## config.mk

```make
export PLATFORM = sky130hd
export DESIGN_NAME = sar_adc_control
export DESIGN_NICKNAME = d
export VERILOG_FILES = /design/src/verilog/sar_adc_pkg.sv /design/src/verilog/sar_bit_sequencer.sv /design/src/verilog/sar_adc_control.sv
export SDC_FILE = /design/constraint.sdc
export NUM_CORES = 1
export LEC_CHECK = 0
export ABC_AREA = 1
export ABC_CLOCK_PERIOD_IN_PS = 3000
export BUFFER_PORTS_ARGS = -buffer_cell sky130_fd_sc_hd__buf_2
export CORE_ASPECT_RATIO = 2
export CORE_MARGIN = 8
export CORE_UTILIZATION = 30
export DETAILED_ROUTE_END_ITERATION = 7
export GPL_TIMING_DRIVEN = 0
export PLACE_DENSITY_LB_ADDON = 0.05
export SYNTH_ARGS = -nofsm -noshare
export SYNTH_HDL_FRONTEND = slang
export SYNTH_SLANG_ARGS = --single-unit
export TNS_END_PERCENT = 30
```

## constraint.sdc

```tcl
create_clock -name CLOCK -period 3 [get_ports CLOCK]
set_clock_uncertainty 0.05 [all_clocks]
set_input_delay 0.45 -clock CLOCK [delete_from_list [all_inputs] [get_ports CLOCK]]
set_output_delay 0.45 -clock CLOCK [all_outputs]
set_load 0.01 [all_outputs]
```

## src/verilog/sar_adc_pkg.sv

```systemverilog
// Constants, register map and types of the SAR converter control block.
// Assumes a single 50 MHz system clock and an APB register bus.
package sar_adc_pkg;

  // Bus and data widths
  localparam int unsigned ADDR_W   = 12;
  localparam int unsigned RESULT_W = 10;

  // Register indices; the byte address is four times the index
  localparam logic [7:0] IDX_RESULT_HIGH  = 8'h1E;
  localparam logic [7:0] IDX_PRIMARY_CTRL = 8'h1F;
  localparam logic [7:0] IDX_RESULT_LOW   = 8'h9E;
  localparam logic [7:0] IDX_PIN_CONFIG   = 8'h9F;
  localparam logic [7:0] IDX_INT_STATUS   = 8'hA0;
  localparam logic [7:0] IDX_INT_MASK     = 8'hA1;

  localparam logic [ADDR_W-1:0] ADDR_RESULT_HIGH  = {2'b00, IDX_RESULT_HIGH, 2'b00};
  localparam logic [ADDR_W-1:0] ADDR_PRIMARY_CTRL = {2'b00, IDX_PRIMARY_CTRL, 2'b00};
  localparam logic [ADDR_W-1:0] ADDR_RESULT_LOW   = {2'b00, IDX_RESULT_LOW, 2'b00};
  localparam logic [ADDR_W-1:0] ADDR_PIN_CONFIG   = {2'b00, IDX_PIN_CONFIG, 2'b00};
  localparam logic [ADDR_W-1:0] ADDR_INT_STATUS   = {2'b00, IDX_INT_STATUS, 2'b00};
  localparam logic [ADDR_W-1:0] ADDR_INT_MASK     = {2'b00, IDX_INT_MASK, 2'b00};

  // Field positions of the primary control register
  localparam int unsigned CTL_CLK_HI = 7;
  localparam int unsigned CTL_CLK_LO = 6;
  localparam int unsigned CTL_CH_HI  = 5;
  localparam int unsigned CTL_CH_LO  = 3;
  localparam int unsigned CTL_GO     = 2;
  localparam int unsigned CTL_ON     = 0;

  // Field positions of the pin configuration register
  localparam int unsigned CFG_JUSTIFY = 7;
  localparam int unsigned CFG_PCFG_HI = 3;

  // Reset values and writable masks
  localparam logic [7:0] CTRL_RESET = 8'h00;
  localparam logic [7:0] CFG_RESET  = 8'h00;
  localparam logic [7:0] CTRL_WMASK = 8'hF9;
  localparam logic [7:0] CFG_WMASK  = 8'h8F;

  // Smaller package: channels 0..4 exist, pins above AN4 absent
  localparam logic [2:0] NUM_CH_SMALL    = 3'h5;
  localparam logic [7:0] SMALL_PIN_MASK  = 8'h1F;

  // Conversion clock divide counts in system clock cycles
  localparam logic [5:0] DIV2_CYCLES  = 6'h02;
  localparam logic [5:0] DIV8_CYCLES  = 6'h08;
  localparam logic [5:0] DIV32_CYCLES = 6'h20;

  // Conversion clock selection codes
  typedef enum logic [1:0] {
    CLK_DIV2  = 2'b00,
    CLK_DIV8  = 2'b01,
    CLK_DIV32 = 2'b10,
    CLK_RC    = 2'b11
  } conv_clk_t;

  // Bit sequencer states
  typedef enum logic [2:0] {
    SEQ_IDLE = 3'b001,
    SEQ_CONV = 3'b010,
    SEQ_DONE = 3'b100
  } seq_state_t;

endpackage : sar_adc_pkg

```

## src/verilog/sar_bit_sequencer.sv

```systemverilog
// Successive approximation bit sequencer, one result bit per tick.
// Assumes the comparator input reflects the trial code at each tick.
`timescale 1ns/1ps
module sar_bit_sequencer
  import sar_adc_pkg::*;
#(
  parameter int unsigned RES_W = RESULT_W
)(
  input  wire logic             clock,
  input  wire logic             rst_n,
  input  wire logic             start,
  input  wire logic             abort,
  input  wire logic             tick,
  input  wire logic             compare,
  output logic                  busy,
  output logic                  done,
  output logic [RES_W-1:0]      trial,
  output logic [RES_W-1:0]      result
);
  localparam int unsigned IDX_W = $clog2(RES_W);
  localparam logic [IDX_W-1:0] TOP_BIT = IDX_W'(RES_W - 1);

  seq_state_t       state;
  seq_state_t       next_state;
  logic [IDX_W-1:0] bit_sel;
  logic [IDX_W:0]   tick_count;

  // Current trial bit and the value once it is resolved
  wire             last_bit = (bit_sel == '0);
  wire [RES_W-1:0] cur_bit  = {{(RES_W-1){1'b0}}, 1'b1} << bit_sel;
  wire [RES_W-1:0] resolved = compare ? trial : (trial & ~cur_bit);
  wire             step     = (state == SEQ_CONV) & tick;

  assign busy = (state == SEQ_CONV);
  assign done = (state == SEQ_DONE);

  // State transitions
  always_comb begin
    case (state)
      SEQ_IDLE: next_state = start ? SEQ_CONV : SEQ_IDLE;
      SEQ_CONV: begin
        if (abort)
          next_state = SEQ_IDLE;
        else if (tick && last_bit)
          next_state = SEQ_DONE;
        else
          next_state = SEQ_CONV;
      end
      // A start in the completion cycle is taken at once, not lost
      SEQ_DONE: next_state = start ? SEQ_CONV : SEQ_IDLE;
      default:  next_state = SEQ_IDLE;
    endcase
  end

  // Trial register walks from the top bit downward
  always_ff @(posedge clock) begin
    if (!rst_n) begin
      state   <= SEQ_IDLE;
      trial   <= '0;
      bit_sel <= '0;
      result  <= '0;
    end else begin
      state <= next_state;
      if (start && state != SEQ_CONV) begin
        trial   <= {1'b1, {(RES_W-1){1'b0}}};
        bit_sel <= TOP_BIT;
      end else if (step) begin
        trial   <= resolved | (last_bit ? '0 : (cur_bit >> 1));
        bit_sel <= bit_sel - 1'b1;
        if (last_bit)
          result <= resolved;
      end
    end
  end

  // Helper count of ticks taken in one conversion
  always_ff @(posedge clock) begin
    if (!rst_n || state != SEQ_CONV)
      tick_count <= '0;
    else if (step)
      tick_count <= tick_count + 1'b1;
  end

  AST_TEN_TICKS: assert property (@(posedge clock) disable iff (!rst_n)
    done |-> tick_count == (IDX_W+1)'(RES_W))
    else $error("conversion did not take one tick per result bit");

endmodule : sar_bit_sequencer

```

## src/verilog/sar_adc_control.sv

```systemverilog
// Control and sequencing of a 10-bit SAR converter behind an APB slave.
// Assumes an analog front end that follows CHANNEL_SEL, DAC_CODE and
// the reference selects, and a comparator answer on COMPARE_IN.
//
// Local design decision: the APB register port.
`timescale 1ns/1ps

module sar_adc_control
  import sar_adc_pkg::*;
#(
  parameter bit LARGE_PACKAGE = 1'b1
)(
  input  wire logic                CLOCK,
  input  wire logic                RST_N,
  input  wire logic                PSEL,
  input  wire logic                PENABLE,
  input  wire logic                PWRITE,
  input  wire logic [ADDR_W-1:0]   PADDR,
  input  wire logic [31:0]         PWDATA,
  output logic      [31:0]         PRDATA,
  output logic                     PREADY,
  output logic                     PSLVERR,
  input  wire logic                SLEEP_MODE,
  input  wire logic                RC_TICK,
  input  wire logic                COMPARE_IN,
  output logic                     POWER_ON,
  output logic      [2:0]          CHANNEL_SEL,
  output logic                     CHANNEL_VALID,
  output logic                     SAMPLE_EN,
  output logic      [RESULT_W-1:0] DAC_CODE,
  output logic      [7:0]          ANALOG_PIN_EN,
  output logic                     REF_HIGH_EXT,
  output logic                     REF_LOW_EXT,
  output logic                     IRQ
);

  logic [7:0]          ctrl_reg;
  logic [7:0]          cfg_reg;
  logic                int_status;
  logic                int_mask;
  logic [5:0]          div_cnt;
  conv_clk_t           run_clk;
  logic [RESULT_W-1:0] result;
  logic                busy;
  logic                seq_done;
  logic [7:0]          pin_mask;
  logic                vref_hi;
  logic                vref_lo;

  // APB phase decode
  wire access    = PSEL & PENABLE;
  wire commit    = access & PREADY;
  wire wr_commit = commit & PWRITE;
  wire rd_commit = commit & ~PWRITE;
  wire answer    = access & ~PREADY;
  wire [7:0] wbyte = PWDATA[7:0];

  // Address decode
  wire sel_res_hi = (PADDR == ADDR_RESULT_HIGH);
  wire sel_ctrl   = (PADDR == ADDR_PRIMARY_CTRL);
  wire sel_res_lo = (PADDR == ADDR_RESULT_LOW);
  wire sel_cfg    = (PADDR == ADDR_PIN_CONFIG);
  wire sel_status = (PADDR == ADDR_INT_STATUS);
  wire sel_mask   = (PADDR == ADDR_INT_MASK);
  wire mapped     = sel_res_hi | sel_ctrl | sel_res_lo | sel_cfg |
                    sel_status | sel_mask;
  wire wr_ctrl    = wr_commit & sel_ctrl;
  wire wr_cfg     = wr_commit & sel_cfg;
  wire wr_mask    = wr_commit & sel_mask;
  wire rd_status  = rd_commit & sel_status;

  // Control fields
  wire       power_on = ctrl_reg[CTL_ON];
  wire [2:0] chan     = ctrl_reg[CTL_CH_HI:CTL_CH_LO];
  wire       justify  = cfg_reg[CFG_JUSTIFY];
  wire [1:0] wr_clk_field = wbyte[CTL_CLK_HI:CTL_CLK_LO];

  // Start and abort of a conversion through the go bit
  wire start_req = wr_ctrl & wbyte[CTL_GO] & wbyte[CTL_ON] &
                   power_on & ~busy;
  wire abort_wr  = wr_ctrl & ~(wbyte[CTL_GO] & wbyte[CTL_ON]);
  wire abort     = busy & (abort_wr | ~power_on);

  // Next register values; control bits 2 and 1 are never stored
  wire [7:0] next_ctrl = wr_ctrl ? (wbyte & CTRL_WMASK) : ctrl_reg;
  wire [7:0] next_cfg  = wr_cfg  ? (wbyte & CFG_WMASK)  : cfg_reg;
  wire next_mask       = wr_mask ? wbyte[0] : int_mask;
  // A completion in the same cycle as the clearing read is kept
  wire next_int_status = seq_done | (int_status & ~rd_status);

  // Channel availability depends on the package
  wire chan_ok = LARGE_PACKAGE || (chan < NUM_CH_SMALL);
  wire [7:0] pin_avail = LARGE_PACKAGE ? 8'hFF : SMALL_PIN_MASK;

  // Conversion clock: divided system clock or the RC oscillator tick
  wire [5:0] div_limit = (run_clk == CLK_DIV2)  ? DIV2_CYCLES :
                         (run_clk == CLK_DIV8)  ? DIV8_CYCLES :
                                                  DIV32_CYCLES;
  wire div_tick  = (div_cnt == div_limit - 6'h01);
  wire use_rc    = (run_clk == CLK_RC);
  // The system oscillator halts in sleep; only the RC tick keeps going
  wire conv_tick = use_rc ? RC_TICK : (div_tick & ~SLEEP_MODE);
  wire [5:0] next_div_cnt = !busy      ? 6'h00 :
                            SLEEP_MODE ? div_cnt :
                            div_tick   ? 6'h00 :
                                         div_cnt + 6'h01;

  // Readback of each register; narrow values sit in the low bits, except the left justified low result bits in bits 7:6
  wire [7:0] rd_ctrl   = {ctrl_reg[7:3], busy, 1'b0,
                          ctrl_reg[CTL_ON]};
  wire [7:0] rd_res_hi = justify ? {6'h00, result[9:8]} :
                                   result[9:2];
  wire [7:0] rd_res_lo = justify ? result[7:0] :
                                   {result[1:0], 6'h00};
  wire [7:0] rd_data   = sel_ctrl   ? rd_ctrl :
                         sel_res_hi ? rd_res_hi :
                         sel_res_lo ? rd_res_lo :
                         sel_cfg    ? cfg_reg :
                         sel_status ? {7'h00, int_status} :
                         sel_mask   ? {7'h00, int_mask} :
                                      8'h00;

  // Pin and reference configuration table
  always_comb begin
    case (cfg_reg[CFG_PCFG_HI:0])
      4'h0:    {pin_mask, vref_hi, vref_lo} = {8'hFF, 1'b0, 1'b0};
      4'h1:    {pin_mask, vref_hi, vref_lo} = {8'hF7, 1'b1, 1'b0};
      4'h2:    {pin_mask, vref_hi, vref_lo} = {8'h1F, 1'b0, 1'b0};
      4'h3:    {pin_mask, vref_hi, vref_lo} = {8'h17, 1'b1, 1'b0};
      4'h4:    {pin_mask, vref_hi, vref_lo} = {8'h0B, 1'b0, 1'b0};
      4'h5:    {pin_mask, vref_hi, vref_lo} = {8'h03, 1'b1, 1'b0};
      4'h6:    {pin_mask, vref_hi, vref_lo} = {8'h00, 1'b0, 1'b0};
      4'h7:    {pin_mask, vref_hi, vref_lo} = {8'h00, 1'b0, 1'b0};
      4'h8:    {pin_mask, vref_hi, vref_lo} = {8'hF3, 1'b1, 1'b1};
      4'h9:    {pin_mask, vref_hi, vref_lo} = {8'h3F, 1'b0, 1'b0};
      4'hA:    {pin_mask, vref_hi, vref_lo} = {8'h37, 1'b1, 1'b0};
      4'hB:    {pin_mask, vref_hi, vref_lo} = {8'h33, 1'b1, 1'b1};
      4'hC:    {pin_mask, vref_hi, vref_lo} = {8'h13, 1'b1, 1'b1};
      4'hD:    {pin_mask, vref_hi, vref_lo} = {8'h03, 1'b1, 1'b1};
      4'hE:    {pin_mask, vref_hi, vref_lo} = {8'h01, 1'b0, 1'b0};
      4'hF:    {pin_mask, vref_hi, vref_lo} = {8'h01, 1'b1, 1'b1};
      default: {pin_mask, vref_hi, vref_lo} = {8'h00, 1'b0, 1'b0};
    endcase
  end

  // Software registers
  always_ff @(posedge CLOCK) begin
    if (!RST_N) begin
      ctrl_reg   <= CTRL_RESET;
      cfg_reg    <= CFG_RESET;
      int_status <= 1'b0;
      int_mask   <= 1'b0;
    end else begin
      ctrl_reg   <= next_ctrl;
      cfg_reg    <= next_cfg;
      int_status <= next_int_status;
      int_mask   <= next_mask;
    end
  end

  // Conversion clock divider; select is frozen for each conversion
  always_ff @(posedge CLOCK) begin
    if (!RST_N) begin
      div_cnt <= 6'h00;
      run_clk <= CLK_DIV2;
    end else begin
      div_cnt <= next_div_cnt;
      if (start_req)
        run_clk <= conv_clk_t'(wr_clk_field);
    end
  end

  // APB answer one cycle into the access phase
  always_ff @(posedge CLOCK) begin
    if (!RST_N) begin
      PREADY  <= 1'b0;
      PRDATA  <= 32'h0000_0000;
      PSLVERR <= 1'b0;
    end else begin
      PREADY <= answer;
      if (answer) begin
        PRDATA  <= PWRITE ? 32'h0000_0000 : {24'h00_0000, rd_data};
        PSLVERR <= ~mapped;
      end
    end
  end

  // Registered front end controls and interrupt line
  always_ff @(posedge CLOCK) begin
    if (!RST_N) begin
      CHANNEL_VALID <= 1'b0;
      SAMPLE_EN     <= 1'b0;
      ANALOG_PIN_EN <= 8'h00;
      REF_HIGH_EXT  <= 1'b0;
      REF_LOW_EXT   <= 1'b0;
      IRQ           <= 1'b0;
    end else begin
      CHANNEL_VALID <= chan_ok;
      SAMPLE_EN     <= power_on & chan_ok & ~busy;
      ANALOG_PIN_EN <= pin_mask & pin_avail;
      REF_HIGH_EXT  <= vref_hi;
      REF_LOW_EXT   <= vref_lo;
      IRQ           <= next_int_status & next_mask;
    end
  end

  assign POWER_ON    = power_on;
  assign CHANNEL_SEL = chan;

  // Successive approximation engine
  sar_bit_sequencer #(
    .RES_W   (RESULT_W)
  ) u_seq (
    .clock   (CLOCK),
    .rst_n   (RST_N),
    .start   (start_req),
    .abort   (abort),
    .tick    (conv_tick),
    .compare (COMPARE_IN),
    .busy    (busy),
    .done    (seq_done),
    .trial   (DAC_CODE),
    .result  (result)
  );

  // Checks on the control behaviour
  AST_UNUSED_BIT: assert property (@(posedge CLOCK) disable iff (!RST_N)
    answer && !PWRITE && sel_ctrl |=> !PRDATA[1])
    else $error("control bit 1 read back as one");

  AST_GO_STARTS: assert property (@(posedge CLOCK) disable iff (!RST_N)
    start_req |=> busy ##0 rd_ctrl[CTL_GO])
    else $error("go bit did not start a conversion");

  AST_DONE_CLEARS: assert property (@(posedge CLOCK) disable iff (!RST_N)
    busy ##1 !busy && !$past(abort) |-> seq_done && !rd_ctrl[CTL_GO])
    else $error("go bit fell without a completion");

  AST_DONE_FLAG: assert property (@(posedge CLOCK) disable iff (!RST_N)
    seq_done |=> int_status && ($past(DAC_CODE) == result)
    ##0 $stable(result))
    else $error("completion did not raise the done flag");

  AST_SLEEP_HALT: assert property (@(posedge CLOCK) disable iff (!RST_N)
    SLEEP_MODE && !use_rc |-> !conv_tick)
    else $error("conversion clock ran in sleep off the RC clock");

  AST_DIV8_GAP: assert property (@(posedge CLOCK) disable iff (!RST_N)
    div_tick && run_clk == CLK_DIV8 && busy |=> !div_tick [*7])
    else $error("divide by 8 ticked early");

  AST_JUSTIFY: assert property (@(posedge CLOCK) disable iff (!RST_N)
    answer && !PWRITE && sel_res_hi && justify |=> PRDATA[7:2] == 6'h00)
    else $error("right justified high byte not zero filled");

  AST_SMALL_CHAN: assert property (@(posedge CLOCK) disable iff (!RST_N)
    !LARGE_PACKAGE && chan >= NUM_CH_SMALL |=> !CHANNEL_VALID)
    else $error("absent channel reported as valid");

  AST_POWER_OFF: assert property (@(posedge CLOCK) disable iff (!RST_N)
    !power_on && busy |=> !busy)
    else $error("conversion kept running with the converter off");

  // Checks on start, flag, interrupt and bus answers
  AST_START_CLK: assert property (@(posedge CLOCK) disable iff (!RST_N)
    start_req |=> run_clk == conv_clk_t'($past(wr_clk_field)))
    else $error("conversion clock not taken from the starting write");

  AST_NO_START: assert property (@(posedge CLOCK) disable iff (!RST_N)
    wr_ctrl && !power_on |=> !busy)
    else $error("conversion ran while the converter was off");

  AST_READ_CLEAR: assert property (@(posedge CLOCK) disable iff (!RST_N)
    rd_status && !seq_done |=> !int_status)
    else $error("status read did not clear the done flag");

  AST_DONE_PULSE: assert property (@(posedge CLOCK) disable iff (!RST_N)
    seq_done |=> !seq_done)
    else $error("completion lasted more than one cycle");

  AST_IRQ_MASK: assert property (@(posedge CLOCK) disable iff (!RST_N)
    !int_mask |-> !IRQ)
    else $error("interrupt raised while masked");

  AST_LEFT_JUST: assert property (@(posedge CLOCK) disable iff (!RST_N)
    answer && !PWRITE && sel_res_lo && !justify |=> PRDATA[5:0] == 6'h00)
    else $error("left justified low byte not zero filled");

  AST_BAD_ADDR: assert property (@(posedge CLOCK) disable iff (!RST_N)
    answer && !mapped |=> PSLVERR && PRDATA == 32'h0000_0000)
    else $error("unmapped access not answered with an error");

endmodule : sar_adc_control

```

==> reports/qor.txt <==
=====================================================================================
Number of buffers created by CTS                                                    9
CORE AREA                                                                12,100 sq um
Clock buffer depth                                                                  2
Post-cts resize count                                                               0
Total number of H-tree levels                                                       3
Portion of the post-synthesis area used by sequential elements                  0.375
Number of antenna violations at the first check in global routing                   0
Required arrival time at the worst endpoint                                   3.22 ns
Wire length per cell                                                          14.3 um
Via count normalized by instance count                                           4.51
Share of post-route cells with drive strength above 1                           0.216
IR Drop Worst-Case VDD                                                       0.262 mV
Final setup vio count                                                               0
Status                                                                   finished, final reports clean
Wl on met1                                                                    3930 um
Number of cell rows                                                                57
Critical path capture point type                                                 flop
Clk_lat worst skew                                                            0.33 ns
Maximum number of pins on one net before global-route repair                       14
Number of clock sinks                                                              70
CTS tree                                                                        built
Design area                                                                4640 sq um
Startpoint class of the critical path                                            flop
IO Pins                                                                           113
Cell chosen for the clock root                                           sky130_fd_sc_hd__clkbuf_16
Residual antenna-violating net count after detailed routing                         0
Worst slew margin                                                               0.630
Slew at the pin closest to its max-slew limit                                0.555 ns
Syn Std Cell Area                                                          3730 sq um
Hold-fix buffer count after cts                                                     0
Power per standard cell area                                              480 nW/um^2
Sum Neg Setup Slack                                                              0 ns
Global-route wire length before repair                                      18,100 um
Maximum achievable frequency                                                0.557 GHz
Pins Over Slew Limit                                                                0
Leakage power                                                                 2.19 nW
Cell area after placement                                                  4320 sq um
Hold Path Class                                                          input port to flop
Biggest fanout along the worst timing path                                         10
Total Routed Length                                                         11,200 um
Count of routing violations after the opening detailed-route iteration            166
Met3 layer wire length in the routed design                                    539 um
GPL Wtd Cong                                                                    0.837
Port bufs                                                                          63
Floorplan die height                                                           174 um
Setup Buffers After CTS                                                             0
Met2 Wirelength                                                               6420 um
Mean cell area of the mapped netlist                                       7.03 sq um
Count of final hold-check violations                                                0
Post-DP HPWL                                                                  9160 um
Period utilization                                                              0.598
Time the worst path needs with I/O delays and setup                           1.80 ns
Maximum single-stage delay on the critical path                               0.39 ns
Number of standard cells after synthesis                                          531
Warning count from the yosys run                                                    0
Via count of the first global-routing pass                                      3,667
Overall via count from detail_route                                             3,514
Total congestion overflow                                                           0
Router iterations before antenna repair                                             4
Starting density of the core                                                    0.308
Clock-pin transition on the worst setup and hold timing paths                 0.06 ns
Width of the die                                                              94.9 um
Setup repair after global routing missed its margin                             false
Antenna diode count                                                                 0
Most Frequent Cell on Critical Path                                      sky130_fd_sc_hd__nand2_1
Number of different library cells in the post-synthesis netlist                    40
Total Die Area                                                           16,500 sq um
Area added between synthesis and finish                                         24.3%
Critical Path AT                                                              2.02 ns
Number of storage elements in the synthesis netlist                                70
Worst setup path category                                                flop to flop
Cell Chain, Critical Path                                                inv_1, ha_1, nand2_1, inv_1, nand3_2, clkinv_1, nand2_1, nand2_1, nor2_1
Global router's overall resource usage                                          0.142
Total DRC errors in the routed layout                                               0
Max Cap Violations                                                                  0
Largest registers                                                        u_seq.result: 10 flops, u_seq.trial: 10 flops, PRDATA: 8 flops
Uppermost layer routed                                                           met4
CP max-delay cell                                                        sky130_fd_sc_hd__dfxtp_1
# nets final                                                                      690
=====================================================================================
## per-layer routing
layer  global-route usage  vias to the layer above
met5                    0                        -
met1                0.129                     1571
met3               0.0273                       17
met4               0.0649                        0
li1                     -                     1854
met2                0.279                       72
## power by group
part	leakage (nW)	internal (mW)	switching (mW)
logic	1.47	0.0551	0.0807
registers	0.567	0.937	0.00195
clock network	0.156	0.730	0.424
## cells in the mapped netlist (all sizes together)
| library cell | number | share of area |
|---|---|---|
| a211oi | 5 | 0.010 |
| a21oi | 34 | 0.046 |
| a31oi | 2 | 0.0034 |
| and3 | 1 | 0.0017 |
| buf | 35 | 0.071 |
| clkbuf | 7 | 0.0070 |
| clkinv | 3 | 0.0030 |
| conb | 1 | 0.0010 |
| dfxtp | 70 | 0.38 |
| ha | 10 | 0.034 |
| inv | 61 | 0.061 |
| nand2 | 101 | 0.10 |
| nand3 | 42 | 0.062 |
| nand3b | 3 | 0.0060 |
| nand4 | 2 | 0.0034 |
| nor2 | 81 | 0.089 |
| nor3 | 12 | 0.019 |
| nor3b | 1 | 0.0020 |
| nor4 | 1 | 0.0017 |
| o211ai | 3 | 0.0060 |
| o21a | 1 | 0.0020 |
| o21ai | 43 | 0.066 |
| o21bai | 2 | 0.0040 |
| o221ai | 1 | 0.0023 |
| o22ai | 2 | 0.0034 |
| or2 | 2 | 0.0034 |
| xnor2 | 1 | 0.0023 |
| xor2 | 4 | 0.0094 |
## final cells by class
cell class,instances,area [sq um]
inverter,64,240
clock buffer,9,225
clock inverter,7,95.1
timing repair buffer,63,315
sequential,70,1400
tap,147,184
fill,1343,7480
multi-input combinational,378,1890
buffer,42,293
## critical path, delay by kind of cell, from the launching register on
family        cells  cell delay, ns
fa+ha+maj         1            0.29
simple gates      5            0.56
buf+inv           3            0.44
flops             1            0.39
## worst paths after layout
path	endpoint	cells after the start	startpoint	slack, ns
min reg2reg	PRDATA[1]$_SDFFE_PN0P_	2	PRDATA[1]$_SDFFE_PN0P_	0.41
max	u_seq.result[9]$_SDFFE_PN0P_	9	u_seq.bit_sel[0]$_SDFFE_PN0P_	1.20
max reg2reg	u_seq.result[9]$_SDFFE_PN0P_	9	u_seq.bit_sel[0]$_SDFFE_PN0P_	1.20
min	CHANNEL_VALID$_DFF_P_	1	RST_N	0.18
## logic make-up (layout without fill, tap and decap cells)
logic type | count (synthesis) | after routing | synth area share
simple gates | 246 | 246 | 0.293
buf+inv | 106 | 185 | 0.143
compound gates | 93 | 93 | 0.142
flops | 70 | 70 | 0.375
fa+ha+maj | 10 | 10 | 0.0335
xor+xnor | 5 | 5 | 0.0117
other cells | 1 | 24 | 0.00100
## per-stage QoR
step / hold WS [ns] / setup slack, ns / cells / total power [mW] / util
detailed placement: 0.408 / 0.977 / 764 / 1.10 / 0.356
global placement: 0.411 / 0.979 / 764 / 1.09 / 0.356
finish: 0.175 / 1.20 / 780 / 2.23 / 0.383
global route: 0.165 / 0.985 / 780 / 2.31 / 0.383
CTS: 0.169 / 1.19 / 780 / 2.26 / 0.383
floorplan: 0.380 / 1.40 / 554 / 1.05 / -
## layout by cell type (no fill, tap or decap), drive strengths merged
| master | synthesis | routed |
|---|---|---|
| o22ai | 2 | 2 |
| nand2 | 101 | 101 |
| a31oi | 2 | 2 |
| nor3b | 1 | 1 |
| o21a | 1 | 1 |
| nand4 | 2 | 2 |
| buf | 35 | 98 |
| xnor2 | 1 | 1 |
| nand3b | 3 | 3 |
| xor2 | 4 | 4 |
| clkinvlp | 0 | 1 |
| clkinv | 3 | 5 |
| o21ai | 43 | 43 |
| nor4 | 1 | 1 |
| inv | 61 | 63 |
| and3 | 1 | 1 |
| or2 | 2 | 2 |
| dfxtp | 70 | 70 |
| nand3 | 42 | 42 |
| a21oi | 34 | 34 |
| a211oi | 5 | 5 |
| bufinv | 0 | 2 |
| o211ai | 3 | 3 |
| ha | 10 | 10 |
| o21bai | 2 | 2 |
| nor3 | 12 | 12 |
| nor2 | 81 | 81 |
| conb | 1 | 24 |
| o221ai | 1 | 1 |
| clkbuf | 7 | 16 |
Power figures use the tool's default switching activity.
